[src/verilog/trip_pkg.sv]
// Package of constants, register map and types for the trip log block
package trip_pkg;

    // ****************************************************************
    // Sizes
    // ****************************************************************
    localparam int LOG_DEPTH   = 10;
    localparam int CODE_W      = 8;
    localparam int STAMP_W     = 32;

    // ****************************************************************
    // Trip codes of the trip classes that steer the response
    // ****************************************************************
    localparam logic [7:0] CODE_UNDERVOLTAGE  = 8'h01;
    localparam logic [7:0] CODE_BUS_HIGH_V    = 8'h02;
    localparam logic [7:0] CODE_OUT_OVERLOAD  = 8'h14;
    localparam logic [7:0] CODE_BRAKE_OVERCUR = 8'h04;
    localparam logic [7:0] CODE_POWER_STAGE   = 8'h05;
    localparam logic [7:0] CODE_BRAKE_THERMAL = 8'h13;
    localparam logic [7:0] CODE_AUX_SUPPLY    = 8'h09;
    localparam logic [7:0] CODE_PROGRAM_LO    = 8'h28;
    localparam logic [7:0] CODE_PROGRAM_HI    = 8'h2B;
    localparam logic [7:0] CODE_HW_FAULT_LO   = 8'hC8;
    localparam logic [7:0] CODE_HW_FAULT_HI   = 8'hDB;
    localparam logic [7:0] CODE_MOTOR_OVERLD  = 8'h15;
    localparam logic [7:0] CODE_MOTOR_THERMAL = 8'h18;

    // ****************************************************************
    // Overload threshold, percent of full-load current
    // ****************************************************************
    localparam logic [7:0] OVL_DEFAULT_OPEN   = 8'h71;
    localparam logic [7:0] OVL_DEFAULT_CLOSED = 8'h72;
    localparam logic [7:0] OVL_LIMIT          = 8'h96;

    // ****************************************************************
    // Register byte offsets
    // ****************************************************************
    localparam logic [7:0] OFS_CTRL      = 8'h00;
    localparam logic [7:0] OFS_STATUS    = 8'h04;
    localparam logic [7:0] OFS_IRQ_STAT  = 8'h08;
    localparam logic [7:0] OFS_IRQ_EN    = 8'h0C;
    localparam logic [7:0] OFS_IRQ_CLR   = 8'h10;
    localparam logic [7:0] OFS_OVL       = 8'h14;
    localparam logic [7:0] OFS_CODE0     = 8'h40;
    localparam logic [7:0] OFS_DATE0     = 8'h80;
    localparam logic [7:0] OFS_TIME0     = 8'hC0;

    // ****************************************************************
    // Control register fields
    // ****************************************************************
    localparam int CTRL_STAMP_SEL  = 0;
    localparam int CTRL_TSRC_LSB   = 1;
    localparam int CTRL_CLOSED     = 3;
    localparam int CTRL_TRIP_CLR   = 4;
    localparam int CTRL_LV_SUPPLY  = 5;
    localparam logic [5:0] CTRL_RESET = 6'h00;

    // Interrupt bits
    localparam int IRQ_TRIP   = 0;
    localparam int IRQ_CLEAR  = 1;
    localparam int IRQ_FIRE   = 2;
    localparam int IRQ_W      = 3;

    // Time sources
    localparam logic [1:0] TSRC_POWERUP = 2'h0;
    localparam logic [1:0] TSRC_RUNNING = 2'h1;
    localparam logic [1:0] TSRC_RTC     = 2'h2;

    localparam logic [1:0] RESP_OKAY   = 2'h0;
    localparam logic [1:0] RESP_SLVERR = 2'h2;

    // ****************************************************************
    // Types
    // ****************************************************************
    typedef struct packed {
        logic [CODE_W-1:0]  code;
        logic [STAMP_W-1:0] date_or_zero;
        logic [STAMP_W-1:0] time_or_module;
    } log_entry_t;

    typedef struct packed {
        logic [STAMP_W-1:0] powerup;
        logic [STAMP_W-1:0] running;
        logic [STAMP_W-1:0] rtc_time;
        logic [STAMP_W-1:0] rtc_date;
    } time_base_t;

endpackage

[src/verilog/trip_log_mem.sv]
// Ten-entry trip history shift log
`timescale 1ns/1ps
module trip_log_mem
    import trip_pkg::*;
#(
    parameter int DEPTH = LOG_DEPTH
) (
    input  wire logic        clk,
    input  wire logic        reset_n,
    input  wire logic        push,
    input  log_entry_t       new_entry,
    input  wire logic [3:0]  rd_idx,
    output log_entry_t       rd_entry
);

    log_entry_t entry_q [DEPTH];

    genvar g;
    generate
        for (g = 0; g < DEPTH; g++) begin : g_slot
            if (g == 0) begin : g_head
                always_ff @(posedge clk or negedge reset_n) begin
                    if (!reset_n) begin
                        entry_q[g] <= '0;
                    end else if (push) begin
                        entry_q[g] <= new_entry;
                    end
                end
            end else begin : g_tail
                always_ff @(posedge clk or negedge reset_n) begin
                    if (!reset_n) begin
                        entry_q[g] <= '0;
                    end else if (push) begin
                        entry_q[g] <= entry_q[g-1];
                    end
                end
            end
        end
    endgenerate

    always_comb begin
        if (32'(rd_idx) < DEPTH) begin
            rd_entry = entry_q[rd_idx];
        end else begin
            rd_entry = '0;
        end
    end

    a_push_shift: assert property (
        @(posedge clk) disable iff (!reset_n)
        push |=> entry_q[1] == $past(entry_q[0]))
        else $error("log did not shift on push");

endmodule // trip_log_mem

[src/verilog/trip_response.sv]
// Trip log, trip response and fire mode, with AXI4-Lite registers
//
// The register offsets and the AXI4-Lite slave port were chosen for this implementation.
`timescale 1ns/1ps
// Contract
// - Keep history of ten latest trips
// - Entry one newest or active, ten oldest
// - Selector picks date/time or module stamp
// - Copy current date and time when logged
// - Time source: power-up, running, or clock
// - History reads return numeric trip code
// - Any trip disables output stage
// - Freeze monitors on trip except undervoltage
// - I/O run; outputs low on overload/aux
// - Logic functions keep running when tripped
// - Program runs unless its own trip
// - Brake runs except listed trips, LV supply
// - Fire mode enables only restricted trips
// - Fire mode disables motor overload, thermal
// - Fire mode shows flashing warning
// - Default overload 113 open, 114 closed
// - Overload threshold settable below 150
module trip_response
    import trip_pkg::*;
#(
    parameter int MON_W    = 256,
    parameter int DOUT_W   = 4,
    parameter int BLINK_CY = 20000000
) (
    input  wire logic              CLK,
    input  wire logic              RESET_N,
    // AXI4-Lite slave
    input  wire logic [7:0]        S_AXI_AWADDR,
    input  wire logic              S_AXI_AWVALID,
    output logic                   S_AXI_AWREADY,
    input  wire logic [31:0]       S_AXI_WDATA,
    input  wire logic [3:0]        S_AXI_WSTRB,
    input  wire logic              S_AXI_WVALID,
    output logic                   S_AXI_WREADY,
    output logic [1:0]             S_AXI_BRESP,
    output logic                   S_AXI_BVALID,
    input  wire logic              S_AXI_BREADY,
    input  wire logic [7:0]        S_AXI_ARADDR,
    input  wire logic              S_AXI_ARVALID,
    output logic                   S_AXI_ARREADY,
    output logic [31:0]            S_AXI_RDATA,
    output logic [1:0]             S_AXI_RRESP,
    output logic                   S_AXI_RVALID,
    input  wire logic              S_AXI_RREADY,
    // Trip sources
    input  wire logic              TRIP_REQ,
    input  wire logic [CODE_W-1:0] TRIP_CODE,
    input  wire logic [7:0]        TRIP_MODULE,
    input  wire logic [7:0]        TRIP_PENDING_BRAKE,
    input  time_base_t             TIME_BASE,
    // Fire mode inputs
    input  wire logic [15:0]       FIRE_SPEED,
    input  wire logic              DIGITAL_IN4,
    // Monitors and I/O
    input  wire logic [MON_W-1:0]  MONITOR_LIVE,
    output logic [MON_W-1:0]       MONITOR_VIEW,
    input  wire logic [DOUT_W-1:0] DOUT_REQ,
    output logic [DOUT_W-1:0]      DOUT,
    input  wire logic              BRAKE_REQ,
    output logic                   BRAKE_ON,
    output logic                   OUTPUT_ENABLE,
    output logic                   LOGIC_RUN,
    output logic                   PROGRAM_RUN,
    output logic                   MOTOR_PROT_EN,
    output logic                   FIRE_WARN,
    output logic                   IRQ
);

    // ****************************************************************
    // Trip classification
    // ****************************************************************
    function automatic logic in_range(input logic [7:0] c,
                                      input logic [7:0] lo,
                                      input logic [7:0] hi);
        in_range = (c >= lo) && (c <= hi);
    endfunction

    function automatic logic brake_kill(input logic [7:0] c);
        brake_kill = (c == CODE_BRAKE_OVERCUR) || (c == CODE_POWER_STAGE)
                  || (c == CODE_BRAKE_THERMAL) || (c == CODE_BUS_HIGH_V)
                  || in_range(c, CODE_HW_FAULT_LO, CODE_HW_FAULT_HI);
    endfunction

    // fire mode from speed setting and input four
    logic fire_active;
    assign fire_active = (FIRE_SPEED != 16'h0000) && DIGITAL_IN4;

    // restricted trip set in fire mode
    logic trip_allowed;
    always_comb begin
        if (fire_active) begin
            trip_allowed = (TRIP_CODE != CODE_MOTOR_OVERLD)
                        && (TRIP_CODE != CODE_MOTOR_THERMAL)
                        && (TRIP_CODE != CODE_OUT_OVERLOAD);
        end else begin
            trip_allowed = 1'b1;
        end
    end

    // ****************************************************************
    // Registers
    // ****************************************************************
    logic [5:0]        ctrl_q;
    logic [7:0]        ovl_q;
    logic [IRQ_W-1:0]  irq_stat_q;
    logic [IRQ_W-1:0]  irq_en_q;
    logic              tripped_q;
    logic [CODE_W-1:0] active_code_q;
    logic              brake_off_q;
    logic              dout_low_q;
    logic              prog_stop_q;
    logic              freeze_q;
    logic [MON_W-1:0]  mon_q;
    logic [24:0]       blink_cnt_q;
    logic              blink_q;
    logic              fire_q;

    logic wr_fire;
    logic [7:0] wr_addr;
    logic [31:0] wr_data;
    logic trip_take;
    logic trip_clear;

    assign trip_take  = TRIP_REQ && trip_allowed && !tripped_q;
    assign trip_clear = wr_fire && (wr_addr == OFS_CTRL)
                     && wr_data[CTRL_TRIP_CLR];

    // ****************************************************************
    // Trip log
    // ****************************************************************
    log_entry_t new_entry;
    log_entry_t rd_entry;
    logic [3:0] rd_idx;

    always_comb begin
        new_entry.code = TRIP_CODE;
        if (ctrl_q[CTRL_STAMP_SEL]) begin
            new_entry.date_or_zero   = '0;
            new_entry.time_or_module = {24'h000000, TRIP_MODULE};
        end else begin
            new_entry.date_or_zero = TIME_BASE.rtc_date;
            case (ctrl_q[CTRL_TSRC_LSB +: 2])
                TSRC_POWERUP: new_entry.time_or_module = TIME_BASE.powerup;
                TSRC_RUNNING: new_entry.time_or_module = TIME_BASE.running;
                TSRC_RTC:     new_entry.time_or_module = TIME_BASE.rtc_time;
                default:      new_entry.time_or_module = TIME_BASE.powerup;
            endcase
        end
    end

    // newest trip lands in entry one
    trip_log_mem #(.DEPTH(LOG_DEPTH)) u_log (
        .clk       (CLK),
        .reset_n   (RESET_N),
        .push      (trip_take),
        .new_entry (new_entry),
        .rd_idx    (rd_idx),
        .rd_entry  (rd_entry)
    );

    // ****************************************************************
    // Trip state
    // ****************************************************************
    always_ff @(posedge CLK or negedge RESET_N) begin
        if (!RESET_N) begin
            tripped_q     <= 1'b0;
            active_code_q <= '0;
        end else if (trip_take) begin
            tripped_q     <= 1'b1;
            active_code_q <= TRIP_CODE;
        end else if (trip_clear) begin
            tripped_q     <= 1'b0;
        end
    end

    always_ff @(posedge CLK or negedge RESET_N) begin
        if (!RESET_N) begin
            freeze_q <= 1'b0;
            mon_q    <= '0;
        end else begin
            if (trip_take && TRIP_CODE != CODE_UNDERVOLTAGE) begin
                freeze_q <= 1'b1;
            end else if (trip_clear) begin
                freeze_q <= 1'b0;
            end
            if (!freeze_q && !(trip_take
                               && TRIP_CODE != CODE_UNDERVOLTAGE)) begin
                mon_q <= MONITOR_LIVE;
            end
        end
    end

    always_ff @(posedge CLK or negedge RESET_N) begin
        if (!RESET_N) begin
            dout_low_q  <= 1'b0;
            prog_stop_q <= 1'b0;
            brake_off_q <= 1'b0;
        end else if (trip_clear) begin
            dout_low_q  <= 1'b0;
            prog_stop_q <= 1'b0;
            brake_off_q <= 1'b0;
        end else begin
            if (trip_take && (TRIP_CODE == CODE_OUT_OVERLOAD
                              || TRIP_CODE == CODE_AUX_SUPPLY)) begin
                dout_low_q <= 1'b1;
            end
            if (trip_take
                && in_range(TRIP_CODE, CODE_PROGRAM_LO, CODE_PROGRAM_HI)) begin
                prog_stop_q <= 1'b1;
            end
            if ((trip_take && brake_kill(TRIP_CODE))
                || (tripped_q && brake_kill(TRIP_PENDING_BRAKE))) begin
                brake_off_q <= 1'b1;
            end
        end
    end

    // flashing warning while fire mode active
    always_ff @(posedge CLK or negedge RESET_N) begin
        if (!RESET_N) begin
            blink_cnt_q <= '0;
            blink_q     <= 1'b0;
            fire_q      <= 1'b0;
        end else begin
            fire_q <= fire_active;
            if (!fire_active || blink_cnt_q == 25'(BLINK_CY - 1)) begin
                blink_cnt_q <= '0;
                blink_q     <= fire_active && !blink_q;
            end else begin
                blink_cnt_q <= blink_cnt_q + 25'd1;
            end
        end
    end

    assign OUTPUT_ENABLE = !tripped_q;
    assign MONITOR_VIEW  = mon_q;
    assign DOUT          = dout_low_q ? '0 : DOUT_REQ;
    // brake off on LV supply or listed trips
    assign BRAKE_ON      = BRAKE_REQ && !brake_off_q
                        && !ctrl_q[CTRL_LV_SUPPLY];
    assign LOGIC_RUN     = 1'b1;
    assign PROGRAM_RUN   = !prog_stop_q;
    // motor protection off in fire mode
    assign MOTOR_PROT_EN = !fire_active;
    assign FIRE_WARN     = blink_q;
    assign IRQ           = |(irq_stat_q & irq_en_q);

    // ****************************************************************
    // AXI4-Lite write path
    // ****************************************************************
    logic       aw_held_q;
    logic       w_held_q;
    logic [7:0] aw_q;
    logic [31:0] w_q;

    assign S_AXI_AWREADY = !aw_held_q && !S_AXI_BVALID;
    assign S_AXI_WREADY  = !w_held_q && !S_AXI_BVALID;
    assign wr_addr = aw_held_q ? aw_q : S_AXI_AWADDR;
    assign wr_data = w_held_q ? w_q : S_AXI_WDATA;
    assign wr_fire = (aw_held_q || (S_AXI_AWVALID && S_AXI_AWREADY))
                  && (w_held_q || (S_AXI_WVALID && S_AXI_WREADY));

    function automatic logic wr_mapped(input logic [7:0] a);
        wr_mapped = (a == OFS_CTRL) || (a == OFS_IRQ_EN)
                 || (a == OFS_IRQ_CLR) || (a == OFS_OVL);
    endfunction

    always_ff @(posedge CLK or negedge RESET_N) begin
        if (!RESET_N) begin
            aw_held_q    <= 1'b0;
            w_held_q     <= 1'b0;
            aw_q         <= '0;
            w_q          <= '0;
            S_AXI_BVALID <= 1'b0;
            S_AXI_BRESP  <= RESP_OKAY;
        end else begin
            if (wr_fire) begin
                aw_held_q    <= 1'b0;
                w_held_q     <= 1'b0;
                S_AXI_BVALID <= 1'b1;
                S_AXI_BRESP  <= wr_mapped(wr_addr) ? RESP_OKAY : RESP_SLVERR;
            end else begin
                if (S_AXI_AWVALID && S_AXI_AWREADY) begin
                    aw_held_q <= 1'b1;
                    aw_q      <= S_AXI_AWADDR;
                end
                if (S_AXI_WVALID && S_AXI_WREADY) begin
                    w_held_q <= 1'b1;
                    w_q      <= S_AXI_WDATA;
                end
                if (S_AXI_BVALID && S_AXI_BREADY) begin
                    S_AXI_BVALID <= 1'b0;
                end
            end
        end
    end

    always_ff @(posedge CLK or negedge RESET_N) begin
        if (!RESET_N) begin
            ctrl_q   <= CTRL_RESET;
            ovl_q    <= OVL_DEFAULT_OPEN;
            irq_en_q <= '0;
        end else if (wr_fire) begin
            if (wr_addr == OFS_CTRL) begin
                ctrl_q <= {wr_data[CTRL_LV_SUPPLY], 1'b0,
                           wr_data[CTRL_CLOSED], wr_data[2:0]};
                if (wr_data[CTRL_CLOSED] != ctrl_q[CTRL_CLOSED]) begin
                    ovl_q <= wr_data[CTRL_CLOSED] ? OVL_DEFAULT_CLOSED
                                                  : OVL_DEFAULT_OPEN;
                end
            end
            if (wr_addr == OFS_IRQ_EN) begin
                irq_en_q <= wr_data[IRQ_W-1:0];
            end
            if (wr_addr == OFS_OVL && wr_data[7:0] < OVL_LIMIT) begin
                ovl_q <= wr_data[7:0];
            end
        end
    end

    // Sticky events; a new event wins over a clear
    logic [IRQ_W-1:0] irq_set;
    logic [IRQ_W-1:0] irq_clr;
    assign irq_set = {fire_active && !fire_q, trip_clear && tripped_q,
                      trip_take};
    assign irq_clr = (wr_fire && wr_addr == OFS_IRQ_CLR)
                   ? wr_data[IRQ_W-1:0] : '0;

    always_ff @(posedge CLK or negedge RESET_N) begin
        if (!RESET_N) begin
            irq_stat_q <= '0;
        end else begin
            irq_stat_q <= (irq_stat_q & ~irq_clr) | irq_set;
        end
    end

    // ****************************************************************
    // AXI4-Lite read path
    // ****************************************************************
    assign S_AXI_ARREADY = !S_AXI_RVALID;
    assign rd_idx = S_AXI_ARADDR[5:2];

    always_ff @(posedge CLK or negedge RESET_N) begin
        if (!RESET_N) begin
            S_AXI_RVALID <= 1'b0;
            S_AXI_RDATA  <= '0;
            S_AXI_RRESP  <= RESP_OKAY;
        end else if (S_AXI_ARVALID && S_AXI_ARREADY) begin
            S_AXI_RVALID <= 1'b1;
            S_AXI_RRESP  <= RESP_OKAY;
            S_AXI_RDATA  <= '0;
            if (S_AXI_ARADDR >= OFS_CODE0 && rd_idx < 4'(LOG_DEPTH)) begin
                case (S_AXI_ARADDR[7:6])
                    2'h1: S_AXI_RDATA <= {24'h000000, rd_entry.code};
                    2'h2: S_AXI_RDATA <= rd_entry.date_or_zero;
                    default: S_AXI_RDATA <= rd_entry.time_or_module;
                endcase
            end else begin
                case (S_AXI_ARADDR)
                    OFS_CTRL:     S_AXI_RDATA <= {26'h0, ctrl_q};
                    OFS_STATUS:   S_AXI_RDATA <= {16'h0, active_code_q,
                                    2'h0, fire_active, brake_off_q,
                                    prog_stop_q, dout_low_q, freeze_q,
                                    tripped_q};
                    OFS_IRQ_STAT: S_AXI_RDATA <= {29'h0, irq_stat_q};
                    OFS_IRQ_EN:   S_AXI_RDATA <= {29'h0, irq_en_q};
                    OFS_IRQ_CLR:  S_AXI_RDATA <= '0;
                    OFS_OVL:      S_AXI_RDATA <= {24'h0, ovl_q};
                    default:      S_AXI_RRESP <= RESP_SLVERR;
                endcase
            end
        end else if (S_AXI_RREADY) begin
            S_AXI_RVALID <= 1'b0;
        end
    end

    // ****************************************************************
    // Checks
    // ****************************************************************
    a_trip_disable: assert property (
        @(posedge CLK) disable iff (!RESET_N)
        trip_take |=> !OUTPUT_ENABLE) else $error("output not off");
    a_mon_freeze: assert property (
        @(posedge CLK) disable iff (!RESET_N)
        freeze_q && !trip_clear |=> $stable(MONITOR_VIEW))
        else $error("monitor moved while frozen");
    a_dout_low: assert property (
        @(posedge CLK) disable iff (!RESET_N)
        trip_take && (TRIP_CODE == CODE_AUX_SUPPLY
                      || TRIP_CODE == CODE_OUT_OVERLOAD) |=> DOUT == '0)
        else $error("outputs not low");
    a_brake_kill: assert property (
        @(posedge CLK) disable iff (!RESET_N)
        trip_take && brake_kill(TRIP_CODE) |=> !BRAKE_ON)
        else $error("brake still on");
    a_fire_prot: assert property (
        @(posedge CLK) disable iff (!RESET_N)
        fire_active |-> !MOTOR_PROT_EN) else $error("prot on");
    a_fire_filter: assert property (
        @(posedge CLK) disable iff (!RESET_N)
        fire_active && TRIP_REQ && !tripped_q
        && (TRIP_CODE == CODE_MOTOR_OVERLD || TRIP_CODE == CODE_OUT_OVERLOAD
            || TRIP_CODE == CODE_MOTOR_THERMAL) |=> !tripped_q)
        else $error("trip in fire");
    a_ovl_cap: assert property (
        @(posedge CLK) disable iff (!RESET_N)
        ovl_q < OVL_LIMIT) else $error("threshold over cap");
    a_prog_run: assert property (
        @(posedge CLK) disable iff (!RESET_N)
        trip_take && TRIP_CODE == CODE_UNDERVOLTAGE |=> PROGRAM_RUN)
        else $error("program stopped");

endmodule // trip_response

[config.mk]
export PLATFORM = sky130hd
export DESIGN_NAME = trip_response
export DESIGN_NICKNAME = d
export VERILOG_FILES = /design/src/verilog/trip_pkg.sv /design/src/verilog/trip_log_mem.sv /design/src/verilog/trip_response.sv
export SDC_FILE = /design/constraint.sdc
export NUM_CORES = 2
export LEC_CHECK = 0
export BUFFER_PORTS_ARGS = -buffer_cell sky130_fd_sc_hd__buf_4
export CORE_ASPECT_RATIO = 1.5
export CORE_UTILIZATION = 40
export DETAILED_ROUTE_END_ITERATION = 7
export PLACE_DENSITY = 0.69
export SYNTH_ARGS = -nofsm -noshare
export SYNTH_HDL_FRONTEND = slang
export SYNTH_SLANG_ARGS = --single-unit
export TNS_END_PERCENT = 5
[constraint.sdc]
create_clock -name CLK -period 3.5 [get_ports CLK]
set_input_delay 0.875 -clock CLK [delete_from_list [all_inputs] [get_ports CLK]]
set_output_delay 0.875 -clock CLK [all_outputs]
set_load 0.05 [all_outputs]
Word level (Yosys, flattened, before mapping)
Index checks and enable logic that the tools add are counted.
Word-level totals
  word-level logic and storage cells: 218
  output and inout port bits: 308
  register bits after elaboration: 1083
Operators by class
  magnitude comparators: 11
  eq/ne operators: 28
  add/subtract/negate cells: 1
  multiplexer cells: 39
  bitwise gates (word level): 6
  reductions and logical operators: 81
Operators with widths (number)
  binary-select mux 72 bit (select 4 bit): 1
  2-to-1 mux 72 bit: 3
  case mux 32 bit (2 select lines): 2
  case mux 16 bit (5 select lines): 1
  2-to-1 mux 64 bit: 1
  equality test 8 x 5 -> 1 bit, second input constant: 7
  equality test 8 x 3 -> 1 bit, second input constant: 5
  2-to-1 mux 8 bit: 5
  equality test 8 x 4 -> 1 bit, second input constant: 4
  2-to-1 mux 32 bit: 1
  logical AND 1 bit: 31
  adder 25 x 1 -> 25 bit, second input constant: 1
  equality test 25 bit, second input constant: 1
  2-to-1 mux 25 bit: 1
  != test 8 x 5 -> 1 bit, second input constant: 3
  nonzero test 2 bit: 11
  2-to-1 mux 1 bit: 18
  equality test 8 x 2 -> 1 bit, second input constant: 2
  greater-or-equal comparator 8 bit, second input constant: 2
  less-or-equal comparator 8 bit, second input constant: 2
  logical NOT 8 bit: 2
  logical OR 1 bit: 16
  nonzero test 16 bit: 1
  logical NOT 1 bit: 13
  22 further kinds: 32

Depth between registers and ports, before layout
  word-level depth: 10
  mapped depth: 12
  depth with buffers taken out: 8

By module
Synthesis repeated with hierarchy kept, for this count alone.
Second synthesis, totals
  cells, all modules: 3552
  area total of the unflattened synthesis: 50043.0 um^2
Modules (own cells, without submodules)
  trip_log_mem: area an instance 32463.6 um^2, cells each 2209, times used 1, sequential area each 18017.3 um^2
  trip_response: area an instance 17579.4 um^2, cells each 1343, times used 1, sequential area each 9238.9 um^2

Worst setup path after synthesis
No wires, ideal clock.
  kind: in2out
  from: in BRAKE_REQ
  to: out BRAKE_ON
  stages on the path: 1
  path slack: 0.604 ns
  data arrival time: 2.021 ns
  data required time: 2.625 ns
  path buffers: 0
  cell sequence: nor3b_1
On the way
  cells in the longest elaborated chain, start to end: 2
RTL lines
  start: declaration: RTL line trip_response.sv:64  | input wire logic BRAKE_REQ,
  logical AND 1 bit: RTL line trip_response.sv:244  | assign BRAKE_ON = BRAKE_REQ && !brake_off_q
  logical AND 1 bit: RTL line trip_response.sv:245  | && !ctrl_q[CTRL_LV_SUPPLY];
  end: declaration: RTL line trip_response.sv:65  | output logic BRAKE_ON,
No other way between the ends.

Worst setup path in the final report
  from: in FIRE_SPEED[10]
  to: out MOTOR_PROT_EN
On the way
  cells in the longest elaborated chain, start to end: 3
RTL lines
  start: declaration: RTL line trip_response.sv:57  | input wire logic [15:0] FIRE_SPEED,
  nonzero test 16 bit: RTL line trip_response.sv:91  | assign fire_active = (FIRE_SPEED != 16'h0000) && DIGITAL_IN4;
  logical AND 1 bit: RTL line trip_response.sv:91
  logical NOT 1 bit: RTL line trip_response.sv:249  | assign MOTOR_PROT_EN = !fire_active;
  end: declaration: RTL line trip_response.sv:69  | output logic MOTOR_PROT_EN,
No other way between the ends.

==> reports/qor.yml <==
status: "finished, final reports clean"
first_pass_iters: 7
post_synth_inst_count: 4788
place_area_um2: 57440
drt-initial-drc-count: 2554
die_w_um: 289.3
crit_path_max_fanout: 5
coreArea_um2: 122400
die_y_um: 432.9
start_kind: "input port"
slowest_delay_ns: 0.30
grtUsageTotal_pct: 24.39
worstSetupPathType: "input port to output port"
drc: 0
arrival_ns: 1.98
cp_top_family: "simple AND/OR/NAND/NOR gates"
hold_viol_final: 0
hold-worst-slack_ns: 0.07060
synth.top_cell.area_share_pct: 54.42
antenna_found_initial: 6
wirelength_um: 155300
fin_area_um2: 61030
cts_hold_repair.buffers: 0
clkLatencyLatePin_ns: 0.72
ir_drop_uv: 829.6
path_buf_inv: 2
cap_viol_max_count: 0
place_congestion: 0.9312
yosysMostFrequentCell: "nand2_1"
end_kind: "output port"
clock_skew_ns: 0.03136
cts-root-buf: "clkbuf_16"
slew_headroom_pct: 34.97
path_clk_slew_ns: 0.06
ys_types: 74
finalCriticalPeriod_ns: 2.853
final.period_utilization_pct: 81.53
syn_to_final_growth_pct: 23.25
cts_buffers: 104
grt_pass1_wl_um: 229900
final_util_pct: 49.87
ys.flop_type: "dfrtp_1"
ys_seq_area_share_pct: 54.64
cp_common_cell: "buf_4"
synth.avg_cell_area_um2: 10.34
tightest_slew_ns: 0.9712
power.total_mw: 47.50
routedWlPerCell_um: 21.54
ios: 798
setup_tns_ns: 0
grt_pass1_vias: 36810
yosys_warnings: 0
ys_top_cells_by_count: "2154 x nand2_1, 1077 x dfrtp_1, 240 x mux2_4, 136 x buf_2, 116 x a21oi_1"
required_ns: 2.62
synth.top_cells.by_area: "dfrtp_1 54%, nand2_1 16%, mux2_4 7.3%"
antenna_left: 0
vias: 37450
clock_path_buffers: 3
io_buffers: 766
postCtsSetupBuffers: 0
layout-drive-gt1-share_pct: 28.15
finalMaxSlewViolations: 0
cts_resized: 0
async_reset_ff_share_pct: 100.0
dp_hpwl_um: 113500
finalSetupViolCount: 0
vias_per_cell: 5.194
min_path_type: "input port to asynchronous set/reset pin"
rows: 157
slowest_stage: "nor4_1"
htreeDepth: 3
fmax_mhz: 350.5
synth-edff-count: 0
yosys.area.top_type: "dfrtp_1"
cts_tree: "built"
die_area_um2: 125200
grt_overflow: 0
nFillCells: 10870
netlist_area_um2: 49520
grt_max_degree: 119
nNetsFinal: 6024
leakagePower_nw: 31.31
powerDensity_nw_per_um2: 778.2
crit_path_cell_trace: "buf_4 > nor4_1 > and4_1 > nand2b_4 > buf_4"
cts_sinks: 1081
start_util_pct: 40.46
synth-seq-cells: 1081
rsz0062_at_grt: "false"
==> kinds of logic after synthesis <==
kind of cell / count (synthesis) / synth area share, %
simple gates: 2414 / 19.18
mux: 558 / 16.81
flops: 1081 / 54.64
xor+xnor: 29 / 0.5129
fa+ha+maj: 7 / 0.1769
compound gates: 370 / 4.912
other cells: 2 / 0.01517
buf+inv: 327 / 3.750
==> stage by stage <==
step / worst slack, ns / cells
2_1_floorplan: 0.6044 / 4789
3_3_place_gp: 0.2731 / 7011
3_5_place_dp: 0.2334 / 7011
4_1_cts: 0.6495 / 7207
5_1_grt: 0.5266 / 7209
6_report: 0.6466 / 7209
==> routing by layer <==
layer	vias to the layer above	GRT usage (%)	wire length [µm]
met5	-	0	27
met4	6	15.82	10410
met3	289	3.704	8676
met2	1195	42.39	78740
met1	18630	27.64	57460
li1	17320	-	-
==> sequential cells by signal, indices dropped and copies added (netlist names) <==
signal	cells
fire_q	1
ovl_q	8
irq_stat_q	3
dout_low_q	1
aw_held_q	1
tripped_q	1
S_AXI_BVALID	1
w_q	8
w_held_q	1
blink_cnt_q	25
brake_off_q	1
ctrl_q	5
S_AXI_RVALID	1
FIRE_WARN	1
irq_en_q	3
MONITOR_VIEW	256
S_AXI_RDATA	32
freeze_q	1
aw_q	8
S_AXI_BRESP	1
prog_stop_q	1
u_log.entry_q	720
S_AXI_RRESP	1
==> path summary, 6_finish.rpt <==
kind	start	to	slack (ns)	depth (start not counted)
min in group CLK	S_AXI_BREADY	S_AXI_BVALID$_DFFE_PN0P_	0.33	2
max	FIRE_SPEED[10]	MOTOR_PROT_EN	0.65	5
min	RESET_N	aw_q[7]$_DFFE_PN0P_	0.07	1
max in group asynchronous	RESET_N	MONITOR_VIEW[249]$_DFFE_PN0P_	2.27	3
max reg2reg	w_held_q$_DFFE_PN0P_	ovl_q[0]$_DFFE_PN1P_	0.75	6
min reg2reg	fire_q$_DFF_PN0_	irq_stat_q[2]$_DFF_PN0_	0.44	1
==> report_power, final <==
| part | internal [mW] | switching (mW) |
|---|---|---|
| combinational | 6.69 | 11.2 |
| clock | 6.66 | 5.11 |
| sequential | 15.3 | 2.51 |
| total | 28.7 | 18.8 |
==> placed cells by master (no fill, tap or decap), drive strengths merged, types with 10 or more instances in the layout <==
cell type	synthesis	layout
a21oi	117	117
a22oi	39	39
a32o	18	18
buf	202	938
clkbuf	104	148
clkinv	0	32
dfrtp	1077	1077
inv	21	27
mux2	330	330
mux2i	114	114
mux4	114	114
nand2	2154	2154
nand3	28	28
nand3b	37	37
nand4	10	10
nor2	102	102
nor2b	14	14
nor3	14	14
nor4	13	13
o211ai	24	24
o21ai	72	72
o22ai	10	10
o31ai	29	29
xor2	20	20
==> cell type report <==
class                   instances  area [µm²]  area share, %
well taps                    1590        1989          3.260
flip-flops and latches       1081       27060          44.33
clock buffers                 148        3028          4.961
clock inverters                48       558.0         0.9143
diodes                          2       5.005       0.008200
multi-input cells            3381       20640          33.82
repair buffers                938        7674          12.57
inverters                      21       78.83         0.1292
Note: power is estimated with default switching activity, not from simulation.
